`config.mk`:
```
export PLATFORM = sky130hd
export DESIGN_NAME = sgp_port
export DESIGN_NICKNAME = d
export VERILOG_FILES = /design/src/sgp_pkg.sv /design/src/sgp_port.sv /design/src/sgp_sync.sv
export SDC_FILE = /design/constraint.sdc
export NUM_CORES = 1
export LEC_CHECK = 0
export BUFFER_PORTS_ARGS = -buffer_cell sky130_fd_sc_hd__buf_4
export CORE_MARGIN = 10
export CORE_UTILIZATION = 35
export CTS_BUF_LIST = sky130_fd_sc_hd__clkbuf_16
export DETAILED_ROUTE_END_ITERATION = 8
export PLACE_DENSITY = 0.68
export SETUP_SLACK_MARGIN = 0.4
export SYNTH_ARGS = -nofsm -noshare
export SYNTH_HDL_FRONTEND = slang
export SYNTH_SLANG_ARGS = --single-unit
```
`constraint.sdc`:
```
create_clock -name CLOCK -period 1.9 [get_ports CLOCK]
set_input_delay 0.38 -clock CLOCK [delete_from_list [all_inputs] [get_ports CLOCK]]
set_output_delay 0.38 -clock CLOCK [all_outputs]
set_load 0.02 [all_outputs]
```
`src/sgp_pkg.sv`:
```
// Constants and register map of the seven-pin general-purpose port
package sgp_pkg;

    // ----------------------------------------
    // Widths
    // ----------------------------------------
    localparam int PINS = 7;
    localparam int ADR_W = 4;
    localparam int DAT_W = 32;
    localparam int REG_W = 8;

    // ----------------------------------------
    // Register byte addresses
    // ----------------------------------------
    localparam logic [3:0] ADR_DIRECTION = 4'h0;
    localparam logic [3:0] ADR_OUTPUT_VALUE = 4'h4;
    localparam logic [3:0] ADR_LEVEL = 4'h8;
    localparam logic [3:0] ADR_OPEN_DRAIN = 4'hC;

    // ----------------------------------------
    // Reset values
    // ----------------------------------------
    localparam logic [6:0] RST_DIRECTION = 7'h00;
    localparam logic [6:0] RST_OUTPUT_VALUE = 7'h00;
    localparam logic [6:0] RST_OPEN_DRAIN = 7'h00;
    localparam logic [6:0] RST_PIN_OE_N = 7'h7F;
    localparam logic [31:0] READ_ZERO = 32'h0000_0000;

    // ----------------------------------------
    // Field positions
    // ----------------------------------------
    localparam int PIN0 = 0;
    localparam int PIN_BUS_REQ_OUT = 4;
    localparam int PIN_BUS_ACK_OUT = 5;
    localparam int PIN_BUS_REQ_IN = 6;
    localparam int CS_LO = 0;
    localparam int CS_HI = 3;
    localparam int LANE0 = 0;

    // ----------------------------------------
    // Operating modes
    // ----------------------------------------
    typedef enum logic [2:0] {
        MODE_1 = 3'h1,
        MODE_2 = 3'h2,
        MODE_4 = 3'h4,
        MODE_7 = 3'h7
    } sgp_mode_e;

endpackage

```
`src/sgp_port.sv`:
```
// Seven-pin general-purpose port with Wishbone register access
//
// Chosen here: register access over Wishbone and the address map.
`timescale 1ns/100ps
`default_nettype none
module sgp_port (
    input wire logic CLOCK,
    input wire logic SYS_RST,
    input wire logic WB_CYC_I,
    input wire logic WB_STB_I,
    input wire logic WB_WE_I,
    input wire logic [3:0] WB_ADR_I,
    input wire logic [3:0] WB_SEL_I,
    input wire logic [31:0] WB_DAT_I,
    output logic [31:0] WB_DAT_O,
    output logic WB_ACK_O,
    input wire logic [2:0] OPERATING_MODE,
    input wire logic EXTERNAL_EXPANSION_ENABLE,
    input wire logic [3:0] CHIP_SELECT_ENABLE_BITS,
    input wire logic [3:0] CHIP_SELECT_VALUE,
    input wire logic [2:0] BUS_CONTROL_ENABLE,
    input wire logic BUS_REQUEST_OUT,
    input wire logic BUS_ACK_OUT,
    output logic BUS_REQUEST_IN,
    input wire logic [6:0] PIN_I,
    output logic [6:0] PIN_O,
    output logic [6:0] PIN_OE_N
);

    // ----------------------------------------
    // State
    // ----------------------------------------
    typedef struct packed {
        logic [6:0] direction;
        logic [6:0] output_value;
        logic [6:0] open_drain;
        logic ack;
        logic [31:0] rdata;
        logic [6:0] pin_o;
        logic [6:0] pin_oe_n;
        logic bus_req_in;
    } sgp_state_s;

    sgp_state_s st;
    sgp_state_s next_st;
    logic [6:0] pin_level;
    logic expanded;
    logic [6:0] alt_en;
    logic [6:0] alt_drive;
    logic [6:0] alt_val;
    logic req;
    logic [6:0] od_mask;

    // ----------------------------------------
    // Helpers
    // ----------------------------------------
    function automatic logic is_expanded(input logic [2:0] mode,
                                         input logic exp_en);
        is_expanded = (mode == sgp_pkg::MODE_1)
                   || (mode == sgp_pkg::MODE_2)
                   || (mode == sgp_pkg::MODE_4)
                   || ((mode == sgp_pkg::MODE_7) && exp_en);
    endfunction

    function automatic logic [6:0] level_of(input logic [6:0] dir,
                                            input logic [6:0] outv,
                                            input logic [6:0] pins);
        level_of = (dir & outv) | (~dir & pins);
    endfunction

    function automatic logic pin0_resets_out(input logic [2:0] mode);
        pin0_resets_out = (mode == sgp_pkg::MODE_1)
                       || (mode == sgp_pkg::MODE_2);
    endfunction

    // ----------------------------------------
    // Pin input synchroniser
    // ----------------------------------------
    sgp_sync u_sync (
        .CLOCK(CLOCK),
        .SYS_RST(SYS_RST),
        .async_in(PIN_I),
        .sync_out(pin_level)
    );

    // ----------------------------------------
    // Pin function selection
    // ----------------------------------------
    assign expanded = is_expanded(OPERATING_MODE,
                                  EXTERNAL_EXPANSION_ENABLE);
    assign alt_en = {BUS_CONTROL_ENABLE & {3{expanded}},
                     CHIP_SELECT_ENABLE_BITS & {4{expanded}}};
    assign alt_drive = {1'b0, 1'b1, 1'b1,
                        st.direction[sgp_pkg::CS_HI:sgp_pkg::CS_LO]};
    assign alt_val = {1'b0, BUS_ACK_OUT, BUS_REQUEST_OUT,
                      CHIP_SELECT_VALUE};
    assign req = WB_CYC_I && WB_STB_I;
    assign od_mask = ~alt_en & st.direction & st.open_drain;

    // ----------------------------------------
    // Next state
    // ----------------------------------------
    always_comb begin
        next_st = st;
        next_st.ack = 1'b0;
        if (req && !st.ack) begin
            next_st.ack = 1'b1;
            next_st.rdata = sgp_pkg::READ_ZERO;
            if (WB_ADR_I == sgp_pkg::ADR_DIRECTION) begin
                if (WB_WE_I && WB_SEL_I[sgp_pkg::LANE0]) begin
                    next_st.direction = WB_DAT_I[6:0];
                end
            end else if (WB_ADR_I == sgp_pkg::ADR_OUTPUT_VALUE) begin
                if (WB_WE_I && WB_SEL_I[sgp_pkg::LANE0]) begin
                    next_st.output_value = WB_DAT_I[6:0];
                end
                next_st.rdata[6:0] = st.output_value;
            end else if (WB_ADR_I == sgp_pkg::ADR_LEVEL) begin
                next_st.rdata[6:0] = level_of(st.direction,
                                              st.output_value,
                                              pin_level);
            end else if (WB_ADR_I == sgp_pkg::ADR_OPEN_DRAIN) begin
                if (WB_WE_I && WB_SEL_I[sgp_pkg::LANE0]) begin
                    next_st.open_drain = WB_DAT_I[6:0];
                end
                next_st.rdata[6:0] = st.open_drain;
            end
        end
        for (int i = 0; i < sgp_pkg::PINS; i++) begin
            if (alt_en[i]) begin
                next_st.pin_o[i] = alt_val[i];
                next_st.pin_oe_n[i] = ~alt_drive[i];
            end else if (st.direction[i]) begin
                if (st.open_drain[i]) begin
                    next_st.pin_o[i] = 1'b0;
                    next_st.pin_oe_n[i] = st.output_value[i];
                end else begin
                    next_st.pin_o[i] = st.output_value[i];
                    next_st.pin_oe_n[i] = 1'b0;
                end
            end else begin
                next_st.pin_o[i] = 1'b0;
                next_st.pin_oe_n[i] = 1'b1;
            end
        end
        next_st.bus_req_in = alt_en[sgp_pkg::PIN_BUS_REQ_IN]
                          && pin_level[sgp_pkg::PIN_BUS_REQ_IN];
    end

    // ----------------------------------------
    // Registers
    // ----------------------------------------
    always_ff @(posedge CLOCK) begin
        if (SYS_RST) begin
            st <= '0;
            st.direction <= sgp_pkg::RST_DIRECTION;
            st.direction[sgp_pkg::PIN0] <=
                pin0_resets_out(OPERATING_MODE);
            st.output_value <= sgp_pkg::RST_OUTPUT_VALUE;
            st.open_drain <= sgp_pkg::RST_OPEN_DRAIN;
            st.pin_oe_n <= sgp_pkg::RST_PIN_OE_N;
        end else begin
            st <= next_st;
        end
    end

    assign WB_DAT_O = st.rdata;
    assign WB_ACK_O = st.ack;
    assign PIN_O = st.pin_o;
    assign PIN_OE_N = st.pin_oe_n;
    assign BUS_REQUEST_IN = st.bus_req_in;

    // ----------------------------------------
    // Checks
    // ----------------------------------------
    AST_ACK_SINGLE: assert property (@(posedge CLOCK)
        disable iff (SYS_RST)
        WB_ACK_O |=> !WB_ACK_O)
        else $error("ack held longer than one cycle");

    AST_ACK_AFTER_REQ: assert property (@(posedge CLOCK)
        disable iff (SYS_RST)
        (req && !st.ack) |=> WB_ACK_O)
        else $error("request not acknowledged in one cycle");

    AST_DIR_WRITE: assert property (@(posedge CLOCK)
        disable iff (SYS_RST)
        (req && !st.ack && WB_WE_I && WB_SEL_I[sgp_pkg::LANE0]
         && WB_ADR_I == sgp_pkg::ADR_DIRECTION)
        |=> st.direction == $past(WB_DAT_I[6:0]) && WB_ACK_O)
        else $error("direction write not stored");

    AST_DIR_READ_ZERO: assert property (@(posedge CLOCK)
        disable iff (SYS_RST)
        (req && !st.ack && !WB_WE_I && WB_ADR_I == sgp_pkg::ADR_DIRECTION)
        |=> WB_DAT_O == sgp_pkg::READ_ZERO)
        else $error("direction read not zero");

    AST_PIN0_RESET: assert property (@(posedge CLOCK)
        SYS_RST |=> st.direction[0] == pin0_resets_out($past(OPERATING_MODE))
                    && st.direction[6:1] == 6'h00)
        else $error("direction reset value wrong");

    AST_BUS_REQ_OUT: assert property (@(posedge CLOCK)
        disable iff (SYS_RST)
        (expanded && BUS_CONTROL_ENABLE[0])
        |=> PIN_O[sgp_pkg::PIN_BUS_REQ_OUT] == $past(BUS_REQUEST_OUT)
            && !PIN_OE_N[sgp_pkg::PIN_BUS_REQ_OUT])
        else $error("bus request output not routed");

    AST_BUS_ACK_OUT: assert property (@(posedge CLOCK)
        disable iff (SYS_RST)
        (expanded && BUS_CONTROL_ENABLE[1])
        |=> PIN_O[sgp_pkg::PIN_BUS_ACK_OUT] == $past(BUS_ACK_OUT)
            && !PIN_OE_N[sgp_pkg::PIN_BUS_ACK_OUT])
        else $error("bus acknowledge output not routed");

    AST_BUS_REQ_IN: assert property (@(posedge CLOCK)
        disable iff (SYS_RST)
        (expanded && BUS_CONTROL_ENABLE[2])
        |=> PIN_OE_N[sgp_pkg::PIN_BUS_REQ_IN]
            && BUS_REQUEST_IN == $past(pin_level[sgp_pkg::PIN_BUS_REQ_IN]))
        else $error("bus request input not routed");

    AST_BUS_REQ_IDLE: assert property (@(posedge CLOCK)
        disable iff (SYS_RST)
        !alt_en[sgp_pkg::PIN_BUS_REQ_IN] |=> !BUS_REQUEST_IN)
        else $error("bus request input active while not selected");

    AST_CS_DRIVE: assert property (@(posedge CLOCK)
        disable iff (SYS_RST)
        (expanded && CHIP_SELECT_ENABLE_BITS[1])
        |=> PIN_OE_N[1] == !$past(st.direction[1])
            && (!$past(st.direction[1])
                || PIN_O[1] == $past(CHIP_SELECT_VALUE[1])))
        else $error("chip-select pin function wrong");

    AST_CS_OFF_PLAIN: assert property (@(posedge CLOCK)
        disable iff (SYS_RST)
        (expanded && !CHIP_SELECT_ENABLE_BITS[2] && !st.open_drain[2])
        |=> PIN_OE_N[2] == !$past(st.direction[2]))
        else $error("chip-select disabled pin not plain");

    AST_PLAIN_MODE7: assert property (@(posedge CLOCK)
        disable iff (SYS_RST)
        (OPERATING_MODE == sgp_pkg::MODE_7 && !EXTERNAL_EXPANSION_ENABLE
         && st.direction[5] && !st.open_drain[5])
        |=> PIN_O[5] == $past(st.output_value[5]) && !PIN_OE_N[5])
        else $error("plain output in mode 7 wrong");

    AST_OUT_WRITE: assert property (@(posedge CLOCK)
        disable iff (SYS_RST)
        (req && !st.ack && WB_WE_I && WB_SEL_I[sgp_pkg::LANE0]
         && WB_ADR_I == sgp_pkg::ADR_OUTPUT_VALUE)
        |=> st.output_value == $past(WB_DAT_I[6:0]))
        else $error("output value write not stored");

    AST_OUT_BIT7: assert property (@(posedge CLOCK)
        disable iff (SYS_RST)
        (req && !st.ack && !WB_WE_I && WB_ADR_I == sgp_pkg::ADR_OUTPUT_VALUE)
        |=> WB_DAT_O[7:0] == {1'b0, $past(st.output_value)})
        else $error("output value readback wrong");

    AST_LEVEL_READ: assert property (@(posedge CLOCK)
        disable iff (SYS_RST)
        (req && !st.ack && !WB_WE_I && WB_ADR_I == sgp_pkg::ADR_LEVEL)
        |=> WB_DAT_O[6:0] == level_of($past(st.direction),
                                      $past(st.output_value),
                                      $past(pin_level)))
        else $error("level readback wrong");

    AST_LEVEL_NO_WRITE: assert property (@(posedge CLOCK)
        disable iff (SYS_RST)
        (req && !st.ack && WB_WE_I && WB_ADR_I == sgp_pkg::ADR_LEVEL)
        |=> $stable(st.direction) && $stable(st.output_value)
            && $stable(st.open_drain))
        else $error("level register write changed state");

    AST_OPEN_DRAIN: assert property (@(posedge CLOCK)
        disable iff (SYS_RST)
        (|od_mask)
        |=> (PIN_O & $past(od_mask)) == '0
            && (PIN_OE_N & $past(od_mask))
               == ($past(st.output_value) & $past(od_mask)))
        else $error("open-drain drive wrong");

    AST_OD_READ: assert property (@(posedge CLOCK)
        disable iff (SYS_RST)
        (req && !st.ack && !WB_WE_I && WB_ADR_I == sgp_pkg::ADR_OPEN_DRAIN)
        |=> WB_DAT_O == {25'h0000000, $past(st.open_drain)})
        else $error("open-drain readback wrong");

    AST_INPUT_RELEASE: assert property (@(posedge CLOCK)
        disable iff (SYS_RST)
        (!alt_en[3] && !st.direction[3])
        |=> PIN_OE_N[3] && !PIN_O[3])
        else $error("input pin still driven");

endmodule
`default_nettype wire

```
`src/sgp_sync.sv`:
```
// Two-stage synchroniser for the port pin inputs
`timescale 1ns/100ps
`default_nettype none
module sgp_sync (
    input wire logic CLOCK,
    input wire logic SYS_RST,
    input wire logic [6:0] async_in,
    output logic [6:0] sync_out
);

    typedef struct packed {
        logic [6:0] stage1;
        logic [6:0] stage2;
    } sgp_sync_s;

    sgp_sync_s st;
    sgp_sync_s next_st;

    always_comb begin
        next_st.stage1 = async_in;
        next_st.stage2 = st.stage1;
    end

    always_ff @(posedge CLOCK) begin
        if (SYS_RST) begin
            st <= '0;
        end else begin
            st <= next_st;
        end
    end

    assign sync_out = st.stage2;

endmodule
`default_nettype wire

```
Word level (Yosys, flattened, before mapping). Cells that the tools add are included.

Bitwise gates (word level): 14. Reductions and logical operators: 19. Equal/unequal tests: 7. Multiplexer cells: 57.

Operators with widths (number): $mux 7 (10); $mux 63 (1); $mux 48 (1); $mux 1 (44); $and 7x7->7 (2); $mux 14 (1); $eq 4x4->1 const B (2); $not 1->1 (8); $not 7->7 (1); $or 7x7->7 (1); $eq 3x3->1 const B (2); $reduce_and 3->1 (2); $reduce_and 6->1 (1); $reduce_bool 2->1 (3); $logic_and 1x1->1 (5); $and 4x4->4 (1); $eq 4x3->1 const B (1); $logic_not 4->1 (1); $reduce_and 4->1 (1); $reduce_or 4->1 (1); $and 3x3->3 (1); $eq 3x1->1 const B (1); $eq 3x2->1 const B (1); $logic_or 1x1->1 (3); 2 further kinds (2).

Logic and storage cells: 110. Bits of input ports: 69. Register bits after elaboration: 58.

Depth between registers and ports, before layout.
Depth in word-level cells: 8. Depth in mapped cells: 6.

By module. From an unflattened synthesis, not the netlist that was laid out.

Cell total of the unflattened synthesis: 280. Area total of the unflattened synthesis: 2736.4 um^2.

Modules (own cells, without submodules): sgp_port (cells an instance 251, area each 2328.5 um^2, instances 1); sgp_sync (cells an instance 29, area each 407.9 um^2, instances 1).

Worst setup path before layout. Ideal clock, no wire load.

Path type: in2reg. Start: input SYS_RST. End: register st, in the netlist alt_drive[0], data pin. Cell stages on the path: 5. Required time: 1.638 ns. Path buffers: 2. Setup slack: 0.488 ns. Arrival time: 1.150 ns. Setup time: 0.262 ns. Cell sequence: buf_2 > clkinv_1 > clkbuf_1 > nand2_1 > o32ai_1.

Longest elaborated chain between the ends: 1.

RTL lines: from (decl) (line sgp_port.sv:8) `input wire logic SYS_RST,`; $mux 63 (line sgp_port.sv:154) `if (SYS_RST) begin`; to (signal assigned) (line sgp_port.sv:163) `st <= next_st;`; to (decl) (line sgp_port.sv:44) `sgp_state_s st;`.

No other way between the ends. A chain may end at the register's enable or synchronous reset.

Worst setup path after layout.
Start: register st, in the netlist WB_ACK_O. End: register st, in the netlist WB_DAT_O[5].

Longest elaborated chain between the ends: 2.

RTL lines: $logic_not 1->1 (line sgp_port.sv:106) `if (req && !st.ack) begin`; $logic_and 1x1->1 (line sgp_port.sv:106).

No other way between the ends.

==> key figures <==
Critical path
  • Worst-path cell chain: nand3b_4 -> or4_4 -> nor2_8 -> a32o_1
  • Worst R2R Setup Slack: 0.56 ns
  • Crit path from: WB_ACK_O$_SDFF_PP0_
  • Largest delay share family, worst path: simple AND/OR/NAND/NOR gates
  • Worst Path Buf+Inv: 0
  • R2R depth: 4
  • CP required: 2.16 ns
  • Worst setup EP type: register
  • Crit path largest cell delay: 0.52 ns
  • Crit-path max FO: 7
  • Crit-path slowest cell: or4_4
  • Crit path kind: reg2reg
  • Arrival @ worst endpoint: 1.60 ns
  • Worst reg2reg path endpoint: WB_DAT_O[5]$_SDFFE_PP0N_
  • FF-to-FF Start: WB_ACK_O$_SDFF_PP0_
  • CP Launch Type: register

Worst hold path
  • Hold_sp: PIN_I[4]
  • Min-Delay Endpoint: u_sync.next_st[4]$_SDFF_PP0_
  • Worst hold path cell count: 2
  • Hold Crit Class: in2reg

Synthesis
  • Number of flops mapped to enable cells by yosys: 1
  • Mapped Cells: 286
  • Yosys warning total: 0
  • Mapped cell area: 0.002675 mm^2
  • Post-Syn Area per Cell: 9.353 um^2
  • Post-synthesis sequential element count: 58
  • Sequential-to-total area share from yosys stat: 43.78%
  • Async set-reset flop share out of synthesis: 0%
  • Top FF cell, synth: dfxtp_1
  • Yosys cell types: 34

Clocking
  • CTS Hold Bufs: 0
  • CTS Buf Count: 9
  • Clk_lat worst skew: 0.32 ns
  • Clk sinks: 58
  • Maximum root-to-sink buffer count: 2
  • Clock Pin Slew Worst Setup and Hold Paths: 0.05 ns
  • H-Tree Depth: 3
  • Root buf cell: clkbuf_16
  • Gates resized, CTS repair: 0
  • CTS tree: yes
  • # Post-CTS Setup Buffers: 0

Detailed routing
  • DRC: 0
  • Final ANT Viol Nets: 0
  • DR vias/cell: 4.539
  • Iteration-0 DRC Markers: 90
  • Final wirelength: 6.320 mm
  • Detailed-route via count: 1,970
  • First-pass DRT Iterations: 4
  • Avg WL per Cell: 14.56 um

Run status
  • Run status: completed

Job
  • Max Cap Viol: 0

Placement
  • Gpl congestion: 0.7824
  • Hpwl dp: 4.793 mm
  • Number of port buffers: 63
  • Worst slack at placement: 0.2730 ns

Global routing
  • Global-route wire length before repair: 9.701 mm
  • Vias in the first global route: 1,897
  • GRT Resource Usage Total: 10.50%
  • Largest net degree at the start of global routing: 44
  • GR Overflow Total: 0
  • Initial antenna violation count: 0

Timing
  • Post-route setup slack: 0.5609 ns
  • Period Utilization, post-route: 70.48%
  • Hold Fails Final Rpt: 0
  • Unrepaired setup endpoints after global routing: no
  • Endpoints failing setup: 0
  • Final min period: 1.339 ns
  • Slew HR: 61.83%
  • Hold WS: 0.2678 ns
  • Setup TNS Final: 0 ns
  • FMAX: 746.8 MHz
  • Pin slew with the least headroom to its limit: 0.5690 ns
  • Clock skew: 0.004396 ns
  • Fin. max-slew vios: 0

Layout
  • Area growth from synthesis to layout: 22.64%
  • Post-layout util: 44.75%
  • Final #Nets: 399
  • Fill cells: 714
  • Commonest non-fill, non-tap cell in the layout: buf_4
  • Number of diodes: 0
  • Share of cells above drive strength 1: 26.87%
  • Most frequent cells in the layout: buf_4 (68), dfxtp_1 (57), nor2_1 (34)

Floorplan
  • Row count: 31
  • Die area: 0.01154 mm^2
  • Die width: 107.4 um
  • I/O Pins: 117
  • Core ar.: 0.007331 mm^2
  • Die Y-Extent: 107.4 um
  • Initial Utilization: 36.49%

Power and ir drop
  • VDD IR-drop max: 0.5353 mV
  • Leak: 1.470 nW
  • Overall power: 3.041 mW
  • Cell Pwr Density: 927.1 mW/mm^2
sequential cells by signal, indices dropped and copies added (netlist names):
signal           flops
st                  17
PIN_OE_N             7
PIN_O                7
WB_DAT_O             7
u_sync.next_st       7
u_sync.sync_out      7
alt_drive            4
BUS_REQUEST_IN       1
WB_ACK_O             1
kinds of logic after synthesis:
logic type	Yosys count	share of synthesized area [%]
AO/OA/AOI/OAI	30	8.700
XOR/XNOR	2	0.6549
buffers and inverters	67	16.28
flip-flops	58	43.78
multiplexers	26	9.729
other	1	0.1402
AND/OR/NAND/NOR	102	20.72
where the power goes:
group / internal (mW) / switching [mW] / total, mW
Sequential: 1.25 / 0.00869 / 1.26
Combinational: 0.108 / 0.157 / 0.265
Clock: 0.997 / 0.523 / 1.52
Total: 2.35 / 0.689 / 3.04
cells in the mapped netlist, drive strengths merged (6+ instances only):
| cell | count | share of area (%) |
|---|---|---|
| dfxtp | 57 | 43 |
| buf | 53 | 14 |
| nor2 | 35 | 5.5 |
| mux2i | 26 | 9.7 |
| nand3 | 18 | 3.7 |
| nand2 | 17 | 2.4 |
| nor2b | 16 | 3.8 |
| nand3b | 8 | 2.7 |
| a21oi | 7 | 1.3 |
| a32o | 7 | 2.6 |
| inv | 7 | 0.98 |
| o211ai | 7 | 2.0 |
| o221ai | 7 | 2.3 |
| clkbuf | 6 | 0.84 |
metal layers:
metal  vias up  GRT usage (%)  part of all wire (%)
met2        69          15.18                    44
met3         6          5.569                    11
li1        996              -                     -
met1       899          12.64                    43
met5         -              0                     0
met4         0          4.580                   1.2
worst max-delay path by stage:
stage	to	slack (ns)	cells after the start
6_report	WB_DAT_O[5]$_SDFFE_PP0N_	0.56	4
5_1_grt	st[54]$_SDFFE_PP0P_	0.46	5
4_1_cts	WB_DAT_O[5]$_SDFFE_PP0N_	0.45	4
3_5_place_dp	PIN_O[1]$_SDFF_PP0_	0.27	5
3_3_place_gp	st[53]$_SDFFE_PP0P_	0.32	6
2_1_floorplan	alt_drive[0]$_DFFE_PP_	0.49	5
cell type report:
| cell class | instances | area [um^2] | share of cell area (%) |
|---|---|---|---|
| Sequential cell | 58 | 1171 | 35.70 |
| Multi-Input combinational cell | 185 | 1159 | 35.32 |
| Timing Repair Buffer | 68 | 510.5 | 15.56 |
| Clock buffer | 9 | 225.2 | 6.865 |
| Tap cell | 99 | 123.9 | 3.776 |
| Clock inverter | 7 | 61.31 | 1.869 |
| Inverter | 8 | 30.03 | 0.9153 |
worst reg2reg max path: cells and delay by family (launching register included):
family          cells  cell delay [ns]
simple gates        3             0.83
compound gates      1             0.14
flops               1             0.31
through the flow:
stage	cell area (um^2)	cells
after global routing	3281	434
after CTS	3266	432
final	3281	434
after detailed placement	2979	416
after floorplan	2765	310
after global placement	2979	416
Power figures use the tool's default switching activity.
